[config.mk]
export PLATFORM = sky130hd
export DESIGN_NAME = isrf_framer
export DESIGN_NICKNAME = d
export VERILOG_FILES = /design/src/core/isrf_framer.v
export VERILOG_INCLUDE_DIRS = /design/src /design/src/common
export SDC_FILE = /design/constraint.sdc
export NUM_CORES = 1
export LEC_CHECK = 0
export BUFFER_PORTS_ARGS = -buffer_cell sky130_fd_sc_hd__buf_2
export CORE_AREA = 2 2 248 250
export DETAILED_ROUTE_END_ITERATION = 16
export DIE_AREA = 0 0 250 252
export GPL_ROUTABILITY_DRIVEN = 0
export PLACE_DENSITY_LB_ADDON = 0.1
export SLEW_MARGIN = 5
export SYNTH_ARGS = -nofsm -noshare
export SYNTH_HDL_FRONTEND = slang
export SYNTH_SLANG_ARGS = --single-unit
[constraint.sdc]
create_clock -name clock -period 3.4 [get_ports clock]
set_input_delay 0.51 -clock clock [delete_from_list [all_inputs] [get_ports clock]]
set_output_delay 0.51 -clock clock [all_outputs]
set_load 0.03 [all_outputs]
[src/common/isrf_regs.vh]
`ifndef ISRF_REGS_VH
`define ISRF_REGS_VH
// header word 0: bit 15 forced high, others undefined (driven zero)
`define ISRF_HDR0_LO        8'h00
`define ISRF_HDR0_HI        8'h80
`define ISRF_HDR_BYTES      16'h0004
// general block: sample number (2), error code (1), status (1)
`define ISRF_GEN_BYTES      16'h0004
// analog out 8x2, analog in 8x2, out/in state 2x4, pulse 4, two user vars 2x4
`define ISRF_IO_BYTES       16'h0034
`define ISRF_EXT_BYTES      16'h0008
// general status bit positions
`define ISRF_ST_RUN         7
`define ISRF_ST_WAIT_IN     2
`define ISRF_ST_TRACE       1
`define ISRF_ST_ECHO        0
// byte index milestones inside the record
`define ISRF_IDX_HDR0       7'h00
`define ISRF_IDX_HDR1       7'h01
`define ISRF_IDX_LEN_LO     7'h02
`define ISRF_IDX_LEN_HI     7'h03
`define ISRF_IDX_SAMPLE     7'h04
`define ISRF_IDX_ERR        7'h06
`define ISRF_IDX_STAT       7'h07
`define ISRF_IDX_AOUT       7'h08
`define ISRF_IDX_AIN        7'h18
`define ISRF_IDX_DOUT       7'h28
`define ISRF_IDX_DIN        7'h2C
`define ISRF_IDX_PULSE      7'h30
`define ISRF_IDX_UVA        7'h34
`define ISRF_IDX_UVB        7'h38
`define ISRF_IDX_EXT        7'h3C
`define ISRF_IDX_END_STD    7'h3C
`define ISRF_IDX_END_EXT    7'h44
`endif

[src/core/isrf_framer.v]
// Operation
// - extended option appends four 16-bit I/O words
// - analog input signedness follows range, low first (analog_input_range_select is unused here; words are carried raw)
// - header word 0 has bit 15 set
// - header bytes 2,3 hold total length
// - status byte: run, wait input, trace, echo
// - general block directly follows the header
// - two user variables in every record
// - outputs grouped in banks of eight
// - four header bytes precede each record
// - sample 16-bit, error 8-bit, status 8-bit
`timescale 1ns/100ps
`default_nettype none
`include "isrf_regs.vh"
module isrf_framer #(
	parameter N_AOUT = 8,
	parameter N_AIN  = 8
) (
	// clock and reset
	input  wire         clock,
	input  wire         nrst,
	input  wire         clk_en,
	// requests (same clock domain)
	input  wire         single_snapshot_request,
	input  wire         periodic_snapshot_request,
	input  wire         snapshot_tick,
	input  wire         ext_io_fitted,
	// snapshot sources
	input  wire [7:0]   error_code,
	input  wire         prog_running,
	input  wire         wait_input,
	input  wire         trace_on,
	input  wire         echo_on,
	input  wire [127:0] analog_out_counts,
	input  wire [127:0] analog_in_counts,
	input  wire [7:0]   analog_input_range_select,
	input  wire [23:0]  dig_out,
	input  wire [23:0]  dig_in,
	input  wire [23:0]  ext_dig_out,
	input  wire [23:0]  ext_dig_in,
	input  wire [31:0]  pulse_count,
	input  wire [31:0]  user_variable_a,
	input  wire [31:0]  user_variable_b,
	// byte stream out
	output reg  [7:0]   rec_data_ff,
	output reg          rec_valid_ff,
	output reg          rec_last_ff,
	input  wire         rec_ready,
	// status
	output reg          busy_ff,
	output reg  [15:0]  sample_num_ff
);
	reg  [6:0]   idx_ff;
	reg  [6:0]   end_ff;
	reg  [15:0]  len_ff;
	reg  [7:0]   stat_ff;
	reg  [7:0]   err_ff;
	reg  [127:0] aout_ff;
	reg  [127:0] ain_ff;
	reg  [23:0]  dout_ff;
	reg  [23:0]  din_ff;
	reg  [23:0]  xout_ff;
	reg  [23:0]  xin_ff;
	reg  [31:0]  pulse_ff;
	reg  [31:0]  uva_ff;
	reg  [31:0]  uvb_ff;
	// two-entry skid buffer: the rec_* outputs are its head entry
	reg  [8:0]   buf1_ff;
	reg  [1:0]   cnt_ff;
	reg  [7:0]   byte_c;
	reg  [6:0]   off_c;
	reg  [15:0]  word_c;
	wire         start;
	wire         push;
	wire         pop;
	wire         last_c;
	wire [31:0]  dout_w;
	wire [31:0]  din_w;
	wire [15:0]  ain_w [0:N_AIN-1];

	assign start = clk_en && !busy_ff &&
		(single_snapshot_request || (periodic_snapshot_request && snapshot_tick));
	assign push  = clk_en && busy_ff && (cnt_ff != 2'h2);
	assign pop   = clk_en && rec_valid_ff && rec_ready;
	assign last_c = (idx_ff + 7'h01) == end_ff;
	// bank 2 sits in the low byte of its word; the upper byte is padding, never unknown
	assign dout_w = {8'h00, dout_ff};
	assign din_w  = {8'h00, din_ff};

	// the field is carried raw; signed ranges already arrive in two's complement
	genvar g;
	generate
		for (g = 0; g < N_AIN; g = g + 1) begin : g_ain
			assign ain_w[g] = ain_ff[g*16 +: 16];
		end
	endgenerate

	always @* begin
		byte_c = 8'h00;
		off_c  = 7'h00;
		word_c = 16'h0000;
		if (idx_ff == `ISRF_IDX_HDR0)
			byte_c = `ISRF_HDR0_LO;
		else if (idx_ff == `ISRF_IDX_HDR1)
			byte_c = `ISRF_HDR0_HI;
		else if (idx_ff == `ISRF_IDX_LEN_LO)
			byte_c = len_ff[7:0];
		else if (idx_ff == `ISRF_IDX_LEN_HI)
			byte_c = len_ff[15:8];
		else if (idx_ff < `ISRF_IDX_ERR)
			byte_c = idx_ff[0] ? sample_num_ff[15:8] : sample_num_ff[7:0];
		else if (idx_ff == `ISRF_IDX_ERR)
			byte_c = err_ff;
		else if (idx_ff == `ISRF_IDX_STAT)
			byte_c = stat_ff;
		else if (idx_ff < `ISRF_IDX_AIN) begin
			off_c  = idx_ff - `ISRF_IDX_AOUT;
			byte_c = aout_ff[off_c*8 +: 8];
		end else if (idx_ff < `ISRF_IDX_DOUT) begin
			off_c  = idx_ff - `ISRF_IDX_AIN;
			word_c = ain_w[off_c[3:1]];
			byte_c = off_c[0] ? word_c[15:8] : word_c[7:0];
		end else if (idx_ff < `ISRF_IDX_DIN) begin
			off_c  = idx_ff - `ISRF_IDX_DOUT;
			byte_c = dout_w[off_c[1:0]*8 +: 8];
		end else if (idx_ff < `ISRF_IDX_PULSE) begin
			off_c  = idx_ff - `ISRF_IDX_DIN;
			byte_c = din_w[off_c[1:0]*8 +: 8];
		end else if (idx_ff < `ISRF_IDX_UVA) begin
			off_c  = idx_ff - `ISRF_IDX_PULSE;
			byte_c = pulse_ff[off_c[1:0]*8 +: 8];
		end else if (idx_ff < `ISRF_IDX_UVB) begin
			off_c  = idx_ff - `ISRF_IDX_UVA;
			byte_c = uva_ff[off_c[1:0]*8 +: 8];
		end else if (idx_ff < `ISRF_IDX_EXT) begin
			off_c  = idx_ff - `ISRF_IDX_UVB;
			byte_c = uvb_ff[off_c[1:0]*8 +: 8];
		end else begin
			// ext order: out 24-39, out 40-47, in 24-39, in 40-47
			off_c = idx_ff - `ISRF_IDX_EXT;
			case (off_c[2:0])
				3'h0: byte_c = xout_ff[7:0];
				3'h1: byte_c = xout_ff[15:8];
				3'h2: byte_c = xout_ff[23:16];
				3'h3: byte_c = 8'h00;
				3'h4: byte_c = xin_ff[7:0];
				3'h5: byte_c = xin_ff[15:8];
				3'h6: byte_c = xin_ff[23:16];
				default: byte_c = 8'h00;
			endcase
		end
	end

	always @(posedge clock or negedge nrst) begin
		if (!nrst) begin
			idx_ff        <= 7'h00;
			end_ff        <= 7'h00;
			len_ff        <= 16'h0000;
			busy_ff       <= 1'b0;
			sample_num_ff <= 16'h0000;
			stat_ff       <= 8'h00;
			err_ff        <= 8'h00;
			aout_ff       <= 128'h0;
			ain_ff        <= 128'h0;
			dout_ff       <= 24'h0;
			din_ff        <= 24'h0;
			xout_ff       <= 24'h0;
			xin_ff        <= 24'h0;
			pulse_ff      <= 32'h0;
			uva_ff        <= 32'h0;
			uvb_ff        <= 32'h0;
		end else if (start) begin
			// capture the whole snapshot so the record is self-consistent
			busy_ff       <= 1'b1;
			idx_ff        <= 7'h00;
			sample_num_ff <= sample_num_ff + 16'h0001;
			end_ff        <= ext_io_fitted ? `ISRF_IDX_END_EXT : `ISRF_IDX_END_STD;
			len_ff        <= `ISRF_HDR_BYTES + `ISRF_GEN_BYTES + `ISRF_IO_BYTES +
				(ext_io_fitted ? `ISRF_EXT_BYTES : 16'h0000);
			stat_ff       <= {prog_running, 4'h0, wait_input, trace_on, echo_on};
			err_ff        <= error_code;
			aout_ff       <= analog_out_counts;
			ain_ff        <= analog_in_counts;
			dout_ff       <= dig_out;
			din_ff        <= dig_in;
			xout_ff       <= ext_dig_out;
			xin_ff        <= ext_dig_in;
			pulse_ff      <= pulse_count;
			uva_ff        <= user_variable_a;
			uvb_ff        <= user_variable_b;
		end else if (push) begin
			idx_ff <= idx_ff + 7'h01;
			if (last_c)
				busy_ff <= 1'b0;
		end
	end

	// the head entry is the output register itself, so the stream leaves straight from flops
	always @(posedge clock or negedge nrst) begin
		if (!nrst) begin
			buf1_ff      <= 9'h000;
			cnt_ff       <= 2'h0;
			rec_data_ff  <= 8'h00;
			rec_valid_ff <= 1'b0;
			rec_last_ff  <= 1'b0;
		end else if (clk_en) begin
			case ({push, pop})
				2'b10: begin
					if (cnt_ff == 2'h0) begin
						rec_data_ff <= byte_c;
						rec_last_ff <= last_c;
					end else
						buf1_ff <= {last_c, byte_c};
					rec_valid_ff <= 1'b1;
					cnt_ff       <= cnt_ff + 2'h1;
				end
				2'b01: begin
					rec_data_ff  <= buf1_ff[7:0];
					rec_last_ff  <= buf1_ff[8];
					rec_valid_ff <= cnt_ff == 2'h2;
					cnt_ff       <= cnt_ff - 2'h1;
				end
				2'b11: begin
					if (cnt_ff == 2'h1) begin
						rec_data_ff <= byte_c;
						rec_last_ff <= last_c;
					end else begin
						rec_data_ff <= buf1_ff[7:0];
						rec_last_ff <= buf1_ff[8];
						buf1_ff     <= {last_c, byte_c};
					end
				end
				default: cnt_ff <= cnt_ff;
			endcase
		end
	end
endmodule
`default_nettype wire

Yosys cells after proc, flatten, opt, wreduce, memory -nomap -nowiden --
Index checks and enable logic that the tools add are counted. W data, S select, Z words.
Word-level totals: memory bits (writable) 0, register bits after elaboration 528, memories kept 0, ROM bits 0, word-level logic and storage cells 129, bits in latches 0, output and inout bits 27, bits of input ports 476
Cells by class: shift-type cells 6, reductions and logical operators 21, divide/modulo/power cells 0, magnitude comparators 9, equality and inequality tests 20, multiplexer cells 38, multipliers 0, add/sub/neg operators 13, bitwise gates (word level) 1
Operators with widths (count):
- $shiftx A32 B6 Y8 | 5
- $mux W8 | 18
- $shiftx A128 B11 Y8 | 1
- $bmux W16 S3 | 1
- $pmux W8 S6 | 1
- $lt A7 B6 Y1 const B | 6
- $mux W16 | 2
- $pmux W8 S3 | 1
- $mux W7 | 3
- $mux W9 | 2
- $pmux W9 S2 | 1
- $add A16 B1 Y16 const B | 1
- $eq A7 B2 Y1 const B | 2
- $eq A7 B3 Y1 const B | 2
- $sub A2 B1 Y2 const B | 6
- $eq A3 B3 Y1 const B | 3
- $ne A2 B2 Y1 const B | 4
- $reduce_bool A2 Y1 | 4
- $add A6 B4 Y7 const A | 1
- $add A7 B1 Y7 const B | 1
- $eq A7 B1 Y1 const B | 1
- $eq A7 B7 Y1 | 1
- $logic_and A1 B1 Y1 | 7
- $logic_not A7 Y1 | 1
- other kinds (25) | 33

Depth between registers and ports, before layout --
Gate-level depths: netlist (run 1).
depth after elaboration 19, gate-level depth with buffers 16, depth with buffers taken out 11

Worst setup path before layout (run 1) --
Ideal clock, no wire load.
path kind register to register, start point reg idx_ff[0], end point reg rec_data_ff[0], buffers on the path 6, period minus slack after synthesis 2965 ps, library setup time 77 ps, path slack 435 ps, stages on the path, launching flop included 15, data required time 3323 ps, data arrival time 2888 ps, path through dfrtp_1 > buf_6 > buf_12 > buf_6 > inv_1 > buf_2 > ha_1 > clkbuf_1 > clkbuf_1 > nand2_1 > mux2i_1 > a221o_1 > a41oi_1 > a21oi_1 > a21oi_1
On the way: cells in the longest elaborated chain, start to end 19, elaborated cells on any way between the ends 58, classes of those cells add/sub: 8; order compare: 8; eq/ne: 10; shift: 6; mux: 23; bitwise: 1; reduce/logical: 2
RTL lines:
- start: declaration | line isrf_framer.v:53 | reg [6:0] idx_ff;
- start signal: assignment | line isrf_framer.v:192 | idx_ff <= idx_ff + 7'h01;
- parallel branches: the longest is 16 deep, another holds $sub A2 B1 Y2
- $mux W8 (*) | line isrf_framer.v:102 | if (idx_ff == `ISRF_IDX_HDR0)
- $mux W8, on equally long branches | line isrf_framer.v:224, isrf_framer.v:209
- $pmux W8 S3 (*) | line isrf_framer.v:207 | case ({push, pop})
- end signal: assignment | line isrf_framer.v:210 | rec_data_ff <= byte_c;
- end signal: assignment | line isrf_framer.v:225 | rec_data_ff <= byte_c;
- end signal: assignment | line isrf_framer.v:228 | rec_data_ff <= buf1_ff[7:0];
- end: declaration | line isrf_framer.v:45 | output reg [7:0] rec_data_ff,
Every way passes the cells marked *. The select of a mux whose other input is x is not followed. A chain may end at the register's enable or synchronous reset.

Worst setup path in the final report (run 1) --
start point reg idx_ff[0], end point reg buf1_ff[5]
On the way: cells in the longest elaborated chain, start to end 19, elaborated cells on any way between the ends 58, classes of those cells add/sub: 8; order compare: 8; eq/ne: 10; shift: 6; mux: 23; bitwise: 1; reduce/logical: 2
RTL lines:
- parallel branches: the longest is 16 deep, another holds $sub A2 B1 Y2
- $mux W8 (*) | line isrf_framer.v:102
- $mux W9, on equally long branches | line isrf_framer.v:224, isrf_framer.v:209
- $pmux W9 S2 (*) | line isrf_framer.v:207
- end signal: assignment | line isrf_framer.v:213 | buf1_ff <= {last_c, byte_c};
- end signal: assignment | line isrf_framer.v:230 | buf1_ff <= {last_c, byte_c};
- end: declaration | line isrf_framer.v:68 | reg [8:0] buf1_ff;
Marks and branches as above.

==> results of run 1 <==
-- how the worst max path moves through the flow --
stage	end	cells after the start	slack, ns	startpoint
CTS	rec_data_ff[6]	9	0.34	idx_ff[0]
detailed placement	rec_data_ff[6]	9	0.37	idx_ff[0]
finish	buf1_ff[5]	10	0.26	idx_ff[0]
floorplan	rec_data_ff[0]	14	0.43	idx_ff[0]
global route	buf1_ff[7]	8	0.15	idx_ff[2]
global placement	buf1_ff[5]	7	0.43	idx_ff[0]
-- final cells by class --
| type | instances | area, sq um |
|---|---|---|
| antenna | 10 | 25.0 |
| clock buffer | 85 | 1700 |
| clock inverter | 15 | 193 |
| fill | 5858 | 30800 |
| inverter | 14 | 52.6 |
| multi-input combinational | 1925 | 10400 |
| sequential | 508 | 12700 |
| tap | 782 | 978 |
| timing repair buffer | 564 | 3260 |
-- synth_stat cells, drive strengths merged, types with 4 or more instances --
cell type | n | share of area [%]
clkbuf | 118 | 1.9
nand3 | 27 | 0.59
xor2 | 5 | 0.18
nor3 | 12 | 0.25
mux2i | 20 | 0.84
dfrtp | 508 | 53
mux2 | 17 | 0.80
o31ai | 6 | 0.19
nand4 | 7 | 0.18
inv | 13 | 0.20
a222oi | 11 | 0.46
o22ai | 6 | 0.16
a21o | 4 | 0.13
mux4 | 99 | 9.5
a31oi | 9 | 0.24
ha | 17 | 0.89
and2 | 6 | 0.16
o21ai | 36 | 0.75
a221oi | 10 | 0.37
a32oi | 5 | 0.18
a22oi | 7 | 0.22
nor2 | 35 | 0.55
o211ai | 8 | 0.25
xnor2 | 19 | 0.70
buf | 45 | 1.4
and3 | 9 | 0.24
nand2b | 7 | 0.18
a211oi | 5 | 0.18
a21oi | 38 | 0.84
nor2b | 6 | 0.16
nand2 | 1453 | 23
nand3b | 5 | 0.16
-- cells by family (layout without fill, tap and decap cells) --
kind of cell | Yosys count | after routing | synth area share [%]
other cells | 0 | 10 | 0
fa+ha+maj | 17 | 17 | 0.889
simple gates | 1581 | 1581 | 25.7
flops | 508 | 508 | 53.1
xor+xnor | 24 | 24 | 0.879
mux | 136 | 136 | 11.1
compound gates | 167 | 167 | 4.80
buf+inv | 177 | 678 | 3.46
-- per-layer routing --
metal  up-vias  track usage (%)
met3       161             5.49
li1       9441                -
met2       649             40.0
met4        22             9.50
met1      9859             33.9
met5         -                0
-- worst max-delay path, cell delays in order (launching register included) --
cell and delay (ns):
dfrtp_4 0.59, inv_1 0.16, ha_1 0.43, inv_1 0.24, o211ai_1 0.14, a311oi_1 0.42
o21ai_0 0.24, a22oi_1 0.27, nand4_1 0.19, a21oi_2 0.21, o31ai_1 0.09
-- registers in the layout, summed over array words and instances, names as in the netlist --
| register | flops |
|---|---|
| ain_ff | 128 |
| aout_ff | 128 |
| buf1_ff | 9 |
| busy_ff | 1 |
| cnt_ff | 2 |
| din_ff | 24 |
| dout_ff | 24 |
| end_ff | 2 |
| err_ff | 8 |
| idx_ff | 7 |
| len_ff | 1 |
| pulse_ff | 32 |
| rec_data_ff | 8 |
| rec_last_ff | 1 |
| rec_valid_ff | 1 |
| sample_num_ff | 16 |
| stat_ff | 4 |
| uva_ff | 32 |
| uvb_ff | 32 |
| xin_ff | 24 |
| xout_ff | 24 |
-- report_power, final --
group          internal, uW  switching [uW]
combinational          2410            2780
clock                  3730            2530
sequential             8750            1580
-- per-stage QoR --
stage | total power, uW | hold WS (ns) | setup WS (ns) | cell area [sq um]
after CTS | 22000 | 0.0422 | 0.340 | 29300
after global routing | 23200 | 0.0638 | 0.155 | 29300
after detailed placement | 15600 | 0.456 | 0.365 | 27400
final | 21800 | 0.0776 | 0.256 | 29300
after global placement | 15400 | 0.452 | 0.432 | 27400
after floorplan | 13400 | 0.214 | 0.435 | 23900
==> flow_metrics.env, run 1 <==
export IMPL_p_leak_uw=0.0152
export IMPL_chipHeight_um=252
export IMPL_layout_commonest_cell="nand2_1"
export IMPL_cts_buffer_depth=3
export IMPL_finalCriticalPeriod_ns=3.14
export IMPL_required_ns=3.85
export IMPL_timing_hold_violations_final=0
export IMPL_area_growth_pct=22.6
export IMPL_skew_ns=0.0236
export IMPL_wl_met3_um=5440
export IMPL_reg2reg_from="idx_ff[0]"
export IMPL_drtAntennaViolNets=0
export IMPL_drv_slew=0
export IMPL_met2WireLength_um=37200
export IMPL_synth_edff_count=0
export IMPL_setup_tns_ns=0
export IMPL_worstMarginPinSlew_ns=0.954
export IMPL_reg2reg_slack_ns=0.26
export IMPL_critPathKind="register to register"
export IMPL_route_detailed_vias_per_inst=5.16
export IMPL_antenna_found_initial=24
export IMPL_cts_setup_buffers=0
export IMPL_fin_cells=3903
export IMPL_numCtsBuffers=57
export IMPL_final_cell_mix="nand2_1, dfrtp_1, buf_2"
export IMPL_fp_row_count=90
export IMPL_grt_usage_pct=25.2
export IMPL_synth_top_flop_cell="dfrtp_1"
export IMPL_cts_resized=0
export IMPL_timing_final_crit_share_pct=92.5
export IMPL_dieArea_sq_um=63000
export IMPL_ir_drop_uv=398
export IMPL_numPortBuffers=494
export IMPL_cts_htree_levels=2
export IMPL_grt_max_degree=156
export IMPL_vias=20100
export IMPL_synthCells=2610
export IMPL_hpwl_um=59000
export IMPL_ys_ff_latch=508
export IMPL_syn_avg_cell_area_sq_um=9.16
export IMPL_worstPathMaxFanout=15
export IMPL_min_to="ain_ff[125]"
export IMPL_clkTransAtPathRegs_ns=0.06
export IMPL_grt_overflow=0
export IMPL_reg2reg_to="buf1_ff[5]"
export IMPL_power_density_nw_per_um2=743
export IMPL_pin_count=503
export IMPL_detail_route_wl_per_cell_um=20.3
export IMPL_synth_area_sq_um=23900
export IMPL_grt_first_pass_wirelength_um=121000
export IMPL_hold_start="analog_in_counts[125]"
export IMPL_fin_util_pct=48.8
export IMPL_final_nets=3563
export IMPL_clk_latency_ns=0.62
export IMPL_cap_violations=0
export IMPL_fp_dieW_um=250
export IMPL_start_util_pct=39.8
export IMPL_start_kind="register"
export IMPL_yosys_warnings=0
export IMPL_maxSlewHeadroom_pct=36.3
export IMPL_clockRootBuffer="clkbuf_16"
export IMPL_totalWireLength_um=79100
export IMPL_reg2reg_depth=10
export IMPL_first_pass_iters=6
export IMPL_drive_gt1_share_pct=24.8
export IMPL_setup_worst_path_end_class="register"
export IMPL_setup_viol=0
export IMPL_rsz0062_at_grt="no"
export IMPL_holdPathStages=3
export IMPL_m1WireLength_um=33500
export IMPL_outcome="complete, no violations"
export IMPL_coreArea_sq_um=60100
export IMPL_ys_types=68
export IMPL_hold_path_class="input port to register"
export IMPL_syn_nets=3103
export IMPL_grt_pass1_vias=20500
export IMPL_max_freq_ghz=0.318
export IMPL_dr_max_layer_used="met5"
export IMPL_post_place_cells=3792
export IMPL_cp_arrival_ns=3.60
export IMPL_cts_hold_buf=1
export IMPL_synth_async_reset_ratio_pct=100
export IMPL_clock_sinks=508
export IMPL_yosysSeqAreaShare_pct=53.1
export IMPL_drc=0
export IMPL_dr_first_iter_drc_count=1631
export IMPL_cts_tree="done"
Power figures use the tool's default switching activity.
==> run 2: changes to the inputs <==
--- a/config.mk
+++ b/config.mk
@@ -12,6 +12,7 @@
 export DIE_AREA = 0 0 250 252
 export GPL_ROUTABILITY_DRIVEN = 0
 export PLACE_DENSITY_LB_ADDON = 0.1
+export REMOVE_ABC_BUFFERS = 1
 export SLEW_MARGIN = 5
 export SYNTH_ARGS = -nofsm -noshare
 export SYNTH_HDL_FRONTEND = slang
==> run 2 against run 1 <==
Compared with the run above: critical path depth stayed put; first-iteration DRC count up 0.31%; routed wire length decreased by 2.9%; clock power is 3% lower; via count shrank 1.6%; critical path type unchanged; largest cell class unchanged.
==> flow_metrics.env, run 2 (synthesis gave the netlist of run 1 again) <==
export IMPL_critical_path_cell_chain="inv_1, ha_1, a222oi_1, nor3b_1, nor2_1, o21ai_0, a32oi_1, nor3_1, o22a_1, o221a_2"
export IMPL_timing_final_crit_share_pct=96.6
export IMPL_detail_route_wl_per_cell_um=19.7
export IMPL_clkTransAtPathRegs_ns=0.07
export IMPL_cpPeakStageDelay_ns=0.70
export IMPL_vias=19800
export IMPL_finalCriticalPeriod_ns=3.28
export IMPL_crit_path_top_delay_cell="ha_1"
export IMPL_grt_pass1_vias=20300
export IMPL_fp_row_count=90
export IMPL_drive_gt1_share_pct=24.8
export IMPL_layout_commonest_cell="nand2_1"
export IMPL_seqCellArea_sq_um=12700
export IMPL_worstMarginPinSlew_ns=0.839
export IMPL_final_nets=3552
export IMPL_cp_arrival_ns=3.83
export IMPL_cap_violations=0
export IMPL_drtAntennaViolNets=0
export IMPL_numPortBuffers=494
export IMPL_dr_first_iter_drc_count=1636
export IMPL_area_growth_pct=21.8
export IMPL_clock_sinks=508
export IMPL_start_util_pct=39.8
export IMPL_first_pass_iters=5
export IMPL_cp_top_family="compound AO/OA/AOI/OAI gates"
export IMPL_whs_ns=0.0912
export IMPL_clockRootBuffer="clkbuf_16"
export IMPL_cts_tree="done"
export IMPL_multi_input_area_sq_um=10400
export IMPL_dieArea_sq_um=63000
export IMPL_chipHeight_um=252
export IMPL_largestRegisters="ain_ff x128, aout_ff x128"
export IMPL_fp_dieW_um=250
export IMPL_cts_setup_buffers=0
export IMPL_skew_ns=0.0177
export IMPL_hpwl_um=56100
export IMPL_rsz0062_at_grt="no"
export IMPL_worstPathMaxFanout=19
export IMPL_ir_drop_uv=364
export IMPL_drv_slew=0
export IMPL_critPathKind="register to register"
export IMPL_timing_hold_violations_final=0
export IMPL_grt_overflow=0
export IMPL_grt_usage_pct=24.4
export IMPL_setup_tns_ns=0
export IMPL_maxSlewHeadroom_pct=44.1
export IMPL_totalWireLength_um=76800
export IMPL_clk_latency_ns=0.61
export IMPL_fillers=5906
export IMPL_power_density_nw_per_um2=734
export IMPL_max_freq_ghz=0.304
export IMPL_pin_count=503
export IMPL_cts_buffer_depth=3
export IMPL_drc=0
export IMPL_route_detailed_vias_per_inst=5.09
export IMPL_path_buf_inv=1
export IMPL_setup_worst_path_end_class="register"
export IMPL_required_ns=3.94
export IMPL_coreArea_sq_um=60100
export IMPL_antenna_found_initial=21
export IMPL_numCtsBuffers=56
export IMPL_grt_first_pass_wirelength_um=118000
export IMPL_grt_max_degree=140
export IMPL_outcome="complete, no violations"
export IMPL_start_kind="register"
export IMPL_final_cell_mix="nand2_1, dfrtp_1, buf_2"
export IMPL_hold_path_class="input port to register"
export IMPL_cts_htree_levels=2
export IMPL_setup_viol=0
export IMPL_p_leak_uw=0.0151
[run 2: worst paths after layout]
check	cells after the start	slack (ns)	start	endpoint
setup reg to reg	10	0.12	idx_ff[1]	rec_data_ff[3]
hold / removal	3	0.09	analog_in_counts[18]	ain_ff[18]
hold reg to reg	2	0.46	aout_ff[33]	aout_ff[33]
min in group asynchronous	2	0.45	nrst	ain_ff[84]
setup / recovery	10	0.12	idx_ff[1]	rec_data_ff[3]
max in group asynchronous	3	1.95	nrst	aout_ff[68]
[run 2: power by group]
part,switching (uW),leakage [uW],internal (uW)
combinational,2650,0.00778,2390
sequential,1510,0.00638,8750
clock,2500,0.000918,3600
total,6660,0.0151,14700
[run 2: timing repair]
action,CTS,global route
hold buffers,1,0
resized for setup,0,0
endpoints found under the setup margin,0,0
endpoints found under the hold margin,59,0
[run 2: metrics by stage]
step,setup WS (ns),std cells,cell area (sq um),total power [uW],util (%)
after floorplan,-25.15,2447,23100,13700,-
after global placement,0.328,3782,27300,15200,45.3
after detailed placement,0.263,3782,27300,15500,45.3
after CTS,0.222,3884,29100,21600,48.4
after global routing,0.00980,3886,29100,22800,48.5
final,0.115,3890,29100,21400,48.5
[run 2: routing by layer]
layer	track usage, %	routed length (um)	vias up
met5	0	194	-
met4	7.85	2390	30
met3	5.49	4970	147
met2	40.0	36600	569
met1	32.3	32600	9652
li1	-	-	9408
[run 2: final cells by class]
cell class                 count  area share [%]
sequential                   508            43.7
clock inverter                17           0.489
multi-input combinational   1925            35.6
inverter                      14           0.180
tap                          782            3.36
clock buffer                  84            5.86
antenna                        6          0.0515
timing repair buffer         554            10.8
[run 2: worst reg2reg max path: stages, from the launching register on]
cell,delay (ns)
dfrtp_4,0.52
inv_1,0.09
ha_1,0.70
a222oi_1,0.24
nor3b_1,0.23
nor2_1,0.09
o21ai_0,0.40
a32oi_1,0.22
nor3_1,0.32
o22a_1,0.22
o221a_2,0.19
